===== src/spces_defs.vh =====
/*
  spces_defs.vh: constants for the serial port clock edge select block.
  Assumes inclusion by bare name from the design files; definitions only.
*/
`ifndef SPCES_DEFS_VH
`define SPCES_DEFS_VH

// pin filter vector bit positions
`define SPCES_PIN_IOCLK   0
`define SPCES_PIN_CSN     1
`define SPCES_PIN_FS      2
`define SPCES_PIN_DIN     3
`define SPCES_PIN_INVN    4
`define SPCES_PIN_CNT     5
// filtered pin levels out of reset: clock low, chip select idle high,
// clock-invert strap high (not inverted)
`define SPCES_PIN_RST     5'h12

// interface mode flag values
`define SPCES_MODE_MP     1'b1
`define SPCES_MODE_DSP    1'b0
`define SPCES_MODE_RST    1'b1

// default word widths of the input and output shift registers
`define SPCES_RX_W        10
`define SPCES_TX_W        10

`endif


===== src/spces_buf.v =====
/*
  spces_buf.v: two-entry buffer with valid/ready on both sides.
  Assumes a single clock and asynchronous active-low reset.
*/
`timescale 1ns/1ps

module spces_buf #(
  parameter W     = 10,
  parameter DEPTH = 2,
  parameter AW    = 1
) (
  // clock and reset
  input  wire         clk_i,
  input  wire         rst_n_i,
  // fill side
  input  wire         in_valid_i,
  output reg          in_ready_o,
  input  wire [W-1:0] in_data_i,
  // drain side
  output reg          out_valid_o,
  input  wire         out_ready_i,
  output reg  [W-1:0] out_data_o
);

  localparam [AW:0] PTR_ONE = {{AW{1'b0}}, 1'b1};

  reg [W-1:0] mem_reg [0:DEPTH-1];
  reg [AW-1:0] wr_ptr_reg;
  reg [AW-1:0] rd_ptr_reg;
  reg [AW:0]   cnt_reg;
  wire         push;
  wire         pop;
  wire [AW:0]  cnt_next;
  wire [AW-1:0] rd_ptr_next;

  assign push        = in_valid_i & in_ready_o;
  assign pop         = out_valid_o & out_ready_i;
  assign cnt_next    = cnt_reg + {{AW{1'b0}}, push} - {{AW{1'b0}}, pop};
  assign rd_ptr_next = pop ? rd_ptr_reg + PTR_ONE[AW-1:0] : rd_ptr_reg;

  always @(posedge clk_i) begin
    if (push) begin
      mem_reg[wr_ptr_reg] <= in_data_i;
    end
  end

  ////////////////////////////////////////////////////////////////////////////
  always @(posedge clk_i or negedge rst_n_i) begin
    if (!rst_n_i) begin
      wr_ptr_reg  <= {AW{1'b0}};
      rd_ptr_reg  <= {AW{1'b0}};
      cnt_reg     <= {(AW+1){1'b0}};
      in_ready_o  <= 1'b1;
      out_valid_o <= 1'b0;
      out_data_o  <= {W{1'b0}};
    end else begin
      if (push) begin
        wr_ptr_reg <= wr_ptr_reg + PTR_ONE[AW-1:0];
      end
      rd_ptr_reg  <= rd_ptr_next;
      cnt_reg     <= cnt_next;
      in_ready_o  <= (cnt_next != DEPTH[AW:0]);
      out_valid_o <= (cnt_next != {(AW+1){1'b0}});
      // registered head; a word written this cycle into an empty buffer
      // goes straight to the head
      if (cnt_reg == {(AW+1){1'b0}} || (pop && cnt_reg == {{AW{1'b0}}, 1'b1})) begin
        out_data_o <= in_data_i;
      end else if (pop) begin
        out_data_o <= mem_reg[rd_ptr_next];
      end
    end
  end

endmodule // spces_buf


===== src/spces_port.v =====
/*
  spces_port.v: serial host port of the converter, selecting which edge of
  the host-driven I/O clock samples input data and which changes output.
  Assumes all serial pins arrive asynchronously from the host and that the
  I/O clock is well below a quarter of clk_i (filter needs stable levels).
*/
//
// Behaviour
// - Incoming serial bits are shifted in on edges of the host's I/O clock.
// - With clock invert held low the input sampling edge is inverted.
// - With inverted sampling, output bits change on the sampling edge.
// - Frame sync high at chip-select fall picks microprocessor mode, low DSP mode.
// - The mode and clock invert pick rising or falling edges per the edge table.
`timescale 1ns/1ps
`include "spces_defs.vh"

module spces_port #(
  parameter RX_W = `SPCES_RX_W,
  parameter TX_W = `SPCES_TX_W
) (
  // clock and reset
  input  wire            clk_i,
  input  wire            rst_n_i,
  // host serial pins
  input  wire            io_clk_i,
  input  wire            cs_n_i,
  input  wire            frame_sync_in_i,
  input  wire            data_in_i,
  input  wire            clock_invert_select_n_i,
  output reg             data_out_o,
  output reg             data_out_oe_o,
  // status
  output reg             host_processor_mode_o,
  output reg             rx_overrun_o,
  // word to send, taken at chip-select fall
  input  wire [TX_W-1:0] tx_data_i,
  // received words
  output wire            rx_valid_o,
  input  wire            rx_ready_i,
  output wire [RX_W-1:0] rx_data_o
);

  ////////////////////////////////////////////////////////////////////////////
  // pin filters: three stages, a change counts when stages two and three agree
  // costs four clk of latency on every pin, so each io_clk phase must
  // last at least four clk
  localparam [`SPCES_PIN_CNT-1:0] PIN_RST = `SPCES_PIN_RST;

  wire [`SPCES_PIN_CNT-1:0] pin_raw;
  wire [`SPCES_PIN_CNT-1:0] pin_lvl;

  assign pin_raw = {clock_invert_select_n_i, data_in_i, frame_sync_in_i,
                    cs_n_i, io_clk_i};

  genvar g;
  generate
    for (g = 0; g < `SPCES_PIN_CNT; g = g + 1) begin : g_pin
      reg [2:0] sh_reg;
      reg       lvl_reg;
      always @(posedge clk_i or negedge rst_n_i) begin
        if (!rst_n_i) begin
          sh_reg  <= {3{PIN_RST[g]}};
          lvl_reg <= PIN_RST[g];
        end else begin
          sh_reg <= {sh_reg[1:0], pin_raw[g]};
          if (sh_reg[2] == sh_reg[1]) begin
            lvl_reg <= sh_reg[2];
          end
        end
      end
      assign pin_lvl[g] = lvl_reg;
    end
  endgenerate

  wire io_clk_lvl = pin_lvl[`SPCES_PIN_IOCLK];
  wire cs_n_lvl   = pin_lvl[`SPCES_PIN_CSN];
  wire fs_lvl     = pin_lvl[`SPCES_PIN_FS];
  wire din_lvl    = pin_lvl[`SPCES_PIN_DIN];
  wire inv_n_lvl  = pin_lvl[`SPCES_PIN_INVN];

  ////////////////////////////////////////////////////////////////////////////
  // edge detection on the filtered levels
  // previous levels reset to the idle pin levels: no false edge after reset
  reg io_clk_prev_reg;
  reg cs_n_prev_reg;

  always @(posedge clk_i or negedge rst_n_i) begin
    if (!rst_n_i) begin
      io_clk_prev_reg <= PIN_RST[`SPCES_PIN_IOCLK];
      cs_n_prev_reg   <= PIN_RST[`SPCES_PIN_CSN];
    end else begin
      io_clk_prev_reg <= io_clk_lvl;
      cs_n_prev_reg   <= cs_n_lvl;
    end
  end

  wire clk_rise = io_clk_lvl & ~io_clk_prev_reg;
  wire clk_fall = ~io_clk_lvl & io_clk_prev_reg;
  wire cs_fall  = ~cs_n_lvl & cs_n_prev_reg;
  wire cs_rise  = cs_n_lvl & ~cs_n_prev_reg;

  ////////////////////////////////////////////////////////////////////////////
  // mode capture; frame sync is only looked at on chip-select fall
  reg mode_reg;

  always @(posedge clk_i or negedge rst_n_i) begin
    if (!rst_n_i) begin
      mode_reg <= `SPCES_MODE_RST;
    end else if (cs_fall) begin
      mode_reg <= fs_lvl ? `SPCES_MODE_MP : `SPCES_MODE_DSP;
    end
  end

  ////////////////////////////////////////////////////////////////////////////
  // edge selection; mode used is the value live at this cs fall
  wire mode_now   = cs_fall ? fs_lvl : mode_reg;
  // sampling edge per mode and strap; a low strap swaps it
  reg samp_rise;

  always @* begin
    case ({mode_now, inv_n_lvl})
      2'b11:   samp_rise = 1'b1;
      2'b01:   samp_rise = 1'b0;
      2'b10:   samp_rise = 1'b0;
      2'b00:   samp_rise = 1'b1;
      default: samp_rise = 1'b0;
    endcase
  end
  // output edge ignores the invert strap, so it lands on the sampling edge
  // exactly when sampling is inverted
  wire out_rise   = (mode_now == `SPCES_MODE_DSP);
  // edges in the cs-fall cycle are dropped: mode and count not yet settled
  wire active     = ~cs_n_lvl & ~cs_fall;
  wire samp_edge  = active & (samp_rise ? clk_rise : clk_fall);
  wire out_edge   = active & (out_rise ? clk_rise : clk_fall);

  ////////////////////////////////////////////////////////////////////////////
  // input shift register and word assembly
  localparam CW = $clog2(RX_W + 1);
  localparam integer  RX_LAST_I = RX_W - 1;
  localparam [CW-1:0] RX_LAST   = RX_LAST_I[CW-1:0];
  // a partial word at chip-select rise is dropped: count restarts at next fall

  reg  [RX_W-1:0] rx_sh_reg;
  reg  [CW-1:0]   rx_cnt_reg;
  reg  [RX_W-1:0] rx_word_reg;
  reg             rx_pend_reg;
  wire            buf_ready;
  wire [RX_W-1:0] rx_sh_next = {rx_sh_reg[RX_W-2:0], din_lvl};
  wire            word_done  = samp_edge & (rx_cnt_reg == RX_LAST);

  always @(posedge clk_i or negedge rst_n_i) begin
    if (!rst_n_i) begin
      rx_sh_reg    <= {RX_W{1'b0}};
      rx_cnt_reg   <= {CW{1'b0}};
      rx_word_reg  <= {RX_W{1'b0}};
      rx_pend_reg  <= 1'b0;
      rx_overrun_o <= 1'b0;
    end else begin
      if (cs_fall) begin
        rx_cnt_reg <= {CW{1'b0}};
      end else if (samp_edge) begin
        rx_sh_reg  <= rx_sh_next;
        rx_cnt_reg <= word_done ? {CW{1'b0}} : rx_cnt_reg + {{(CW-1){1'b0}}, 1'b1};
      end
      // held word waits for the buffer; a new word then overwrites it
      if (word_done) begin
        rx_word_reg  <= rx_sh_next;
        rx_pend_reg  <= 1'b1;
        rx_overrun_o <= rx_pend_reg & ~buf_ready;
      end else if (rx_pend_reg & buf_ready) begin
        rx_pend_reg <= 1'b0;
      end
    end
  end

  ////////////////////////////////////////////////////////////////////////////
  // output shift register; first bit is on the pin from chip-select fall
  // past the last bit zeros shift out until chip select rises
  reg [TX_W-1:0] tx_sh_reg;

  always @(posedge clk_i or negedge rst_n_i) begin
    if (!rst_n_i) begin
      tx_sh_reg             <= {TX_W{1'b0}};
      data_out_o            <= 1'b0;
      data_out_oe_o         <= 1'b0;
      host_processor_mode_o <= `SPCES_MODE_RST;
    end else begin
      host_processor_mode_o <= mode_now;
      data_out_oe_o         <= ~cs_n_lvl & ~cs_rise;
      if (cs_fall) begin
        tx_sh_reg  <= tx_data_i;
        data_out_o <= tx_data_i[TX_W-1];
      end else if (out_edge) begin
        tx_sh_reg  <= {tx_sh_reg[TX_W-2:0], 1'b0};
        data_out_o <= tx_sh_reg[TX_W-2];
      end
    end
  end

  ////////////////////////////////////////////////////////////////////////////
  // buffer absorbs a stall of the reader; a word is lost only when both
  // entries and the hold register are full, which raises the overrun flag
  // at the next word completion
  spces_buf #(
    .W     (RX_W),
    .DEPTH (2),
    .AW    (1)
  ) u_buf (
    .clk_i       (clk_i),
    .rst_n_i     (rst_n_i),
    .in_valid_i  (rx_pend_reg),
    .in_ready_o  (buf_ready),
    .in_data_i   (rx_word_reg),
    .out_valid_o (rx_valid_o),
    .out_ready_i (rx_ready_i),
    .out_data_o  (rx_data_o)
  );

endmodule // spces_port


===== config.mk =====
export PLATFORM = sky130hd
export DESIGN_NAME = spces_port
export DESIGN_NICKNAME = d
export VERILOG_FILES = /design/src/spces_buf.v /design/src/spces_port.v
export VERILOG_INCLUDE_DIRS = /design/src
export SDC_FILE = /design/constraint.sdc
export NUM_CORES = 1
export LEC_CHECK = 0
export BUFFER_PORTS_ARGS = -buffer_cell sky130_fd_sc_hd__buf_2
export CORE_MARGIN = 1
export CORE_UTILIZATION = 27
export CTS_CLUSTER_SIZE = 20
export DETAILED_ROUTE_END_ITERATION = 7
export GPL_ROUTABILITY_DRIVEN = 0
export HOLD_SLACK_MARGIN = 0.12
export SYNTH_ARGS = -nofsm -noshare
export SYNTH_HDL_FRONTEND = slang
export SYNTH_SLANG_ARGS = --single-unit

===== constraint.sdc =====
create_clock -name clk_i -period 1.9 [get_ports clk_i]
set_input_delay 0.19 -clock clk_i [delete_from_list [all_inputs] [get_ports clk_i]]
set_output_delay 0.19 -clock clk_i [all_outputs]
set_load 0.01 [all_outputs]

==> impl_metrics.ini <==
[run_status]
status = completed

[floorplanning]
rows = 43
ios = 33
die_w_um = 121
start_util_pct = 27.6
die_area_um2 = 14700
coreArea_um2 = 13900
die_h_um = 121

[critical_path]
critPathMaxStageDelay_ps = 570
end_kind = flop
cp.required_ps = 2120
worstPathCellList = nor2b_1, o21ai_2, a21o_4, a21oi_4, buf_12, mux2_2
arrival_ps = 2110
cp_max_fo = 12
worst_path_max_delay_cell = dfstp_2
crit_type = flop to flop
startpoint_type = flop

[power]
p_int_w = 0.00419
swShare_pct = 27.9
ir_drop_mv = 0.547
p_per_area_nw_per_um2 = 1220
clkPwrFrac_pct = 33.6
p_sw_w = 0.00162
seqPwrFrac_pct = 47.0
comb_power_share_pct = 19.4
leakagePower_nw = 2.15

[final_layout]
nets = 353
num-fill-cells = 1374
final_cell_count_no_fill = 516
area_growth_pct = 24.8
finalCoreUtilization_pct = 34.4
largest_register_ffs = 20
antenna_cells = 0
final_layout_size_suffix_gt1_share_pct = 28.0

[clock_network]
cts.sinks = 96
cts_buffers = 9
clockRootBuffer = clkbuf_16
cts_tree = done
htree_levels = 3
clk_transition_reported_paths_ps = 60
clk_latency_ps = 340
cts_buffer_depth = 2

[synthesis]
synth_area_leaders = dfrtp_1, edfxtp_1, dfstp_2
synth_cell_types = 47
synthTopCellsByCount = dfrtp_1, nand2_1, edfxtp_1
ys.flop_type = dfrtp_1
synth_seq_cells = 96
yosys_warnings = 0
syn-instance-count = 271
synth_top_area_cell = dfrtp_1
synth_top_area_share_pct = 41.8
syn-cell-area_um2 = 3830
synth_edf_count = 20
async_reset_ff_share_pct = 79.2
syn_avg_cell_area_um2 = 14.1
ys_seq_area_share_pct = 65.8
syn_nets = 293
synthMostInstantiatedCell = dfrtp_1

[placement]
dp.cells = 483
post-place-ws_ps = 8.92
dp_hpwl_um = 4360
portBuffers = 32

[timing]
fmax_ghz = 0.529
max_slew.worst_pin.slew_ps = 782
setup_violations = 0
fin_ws_ps = 9.67
min_period_ps = 1890
hold_violations = 0
slew_violations = 0
min_period_over_period_pct = 99.5
finalClockSkew_ps = 5.76
relSlewSlack_pct = 47.9
hold_ws_ps = 332
rsz0062_at_grt = true

[global_route]
grt_start_max_net_pins = 41
grt_pass1_vias = 2434
grt.total_usage_pct = 10.2
antenna_found_initial = 0
grt_pass1_wl_um = 11600
overflow = 0

[route]
drc_errors = 0
final_antenna_net_count = 0
drt_iter0_drc = 120
num_vias = 2300
wl_um = 6620
wire_per_inst_um = 12.8
firstDrtPassIters = 4
viasPerCell = 4.46

[flow_run]
drv_cap = 0

[worst_hold_path]
min_path_type = input port to flop
==> worst paths after layout <==
| kind | start | end | slack [ps] | depth (start not counted) |
|---|---|---|---|---|
| max reg2reg | g_pin[4].lvl_reg | rx_overrun_o | 10 | 6 |
| min reg2reg | g_pin[2].sh_reg[0] | g_pin[2].sh_reg[1] | 350 | 0 |
| max | g_pin[4].lvl_reg | rx_overrun_o | 10 | 6 |
| min | rx_ready_i | u_buf.rd_ptr_reg | 330 | 4 |
| max in group asynchronous | rst_n_i | u_buf.in_ready_o | 930 | 3 |
| min in group asynchronous | rst_n_i | fs_lvl | 350 | 2 |
==> critical path: cells and delay by family, from the launching register on <==
| family | cells | cell delay [ps] |
|---|---|---|
| DFF | 1 | 570 |
| and+or+nand+nor | 1 | 180 |
| AOI/OAI and AO/OA | 3 | 540 |
| muxes | 1 | 330 |
| buffers and inverters | 1 | 160 |
==> what timing repair did <==
action	in CTS	in global routing
gates resized for setup	0	4
pin swaps	0	1
endpoints found under the setup margin	1	21
hold buffers	16	0
setup buffers	0	1
hold endpoints to repair	40	0
==> cell type report <==
| type | count | area, µm² | area share, % |
|---|---|---|---|
| Sequential cell | 96 | 2520 | 52.7 |
| Clock inverter | 6 | 90.1 | 1.89 |
| Timing Repair Buffer | 60 | 438 | 9.17 |
| Tap cell | 180 | 225 | 4.71 |
| Multi-Input combinational cell | 156 | 1240 | 25.9 |
| Clock buffer | 10 | 239 | 5.00 |
| Inverter | 8 | 30.0 | 0.629 |
==> placed cells by master, fill, tap and decap left out, types with 3 or more instances in the layout <==
cell type and instances:
dlygate4sd3_1 16, edfxtp_1 20, nand2_1 33, dfrtp_1 64, mux2_4 9, xnor2_1 3, clkbuf_16 9, a32oi_1 10
buf_2 31, mux2_2 4, and3_1 10, mux2_1 7, a221o_1 8, o211ai_1 11, nor2_1 4, dfstp_2 12
inv_1 8, o21ai_0 4, nand2b_1 3, maj3_1 5, buf_4 11, mux2i_1 11, ha_1 4
==> layer usage <==
layer | share of wire [%] | GRT usage [%]
met4 | 1.5 | 3.94
met2 | 47 | 16.4
met5 | 0 | 0
met3 | 3.8 | 3.15
met1 | 48 | 12.7
==> kinds of logic after synthesis <==
kind of cell / synth area share, %
flip-flops: 65.8
multiplexers: 9.64
AND/OR/NAND/NOR: 8.89
adder cells (fa/ha/maj): 2.61
buffers and inverters: 2.39
AO/OA/AOI/OAI: 9.80
XOR/XNOR: 0.915
==> power groups by stage <==
stage               sequential (W)  clock (W)  combinational, W
floorplan                  0.00272          0          0.000739
global placement           0.00275          0           0.00108
detailed placement         0.00277          0           0.00110
CTS                        0.00273    0.00202           0.00113
global route               0.00279    0.00209           0.00128
finish                     0.00273    0.00195           0.00113
==> metrics by stage <==
step,setup TNS (ps),area [µm²],power (W)
3_3_place_gp,0,4260,0.00383
3_5_place_dp,0,4260,0.00387
4_1_cts,-1.61,4750,0.00588
5_1_grt,-330,4780,0.00615
6_report,0,4780,0.00581
2_1_floorplan,0,3830,0.00346
Power figures use the tool's default switching activity.
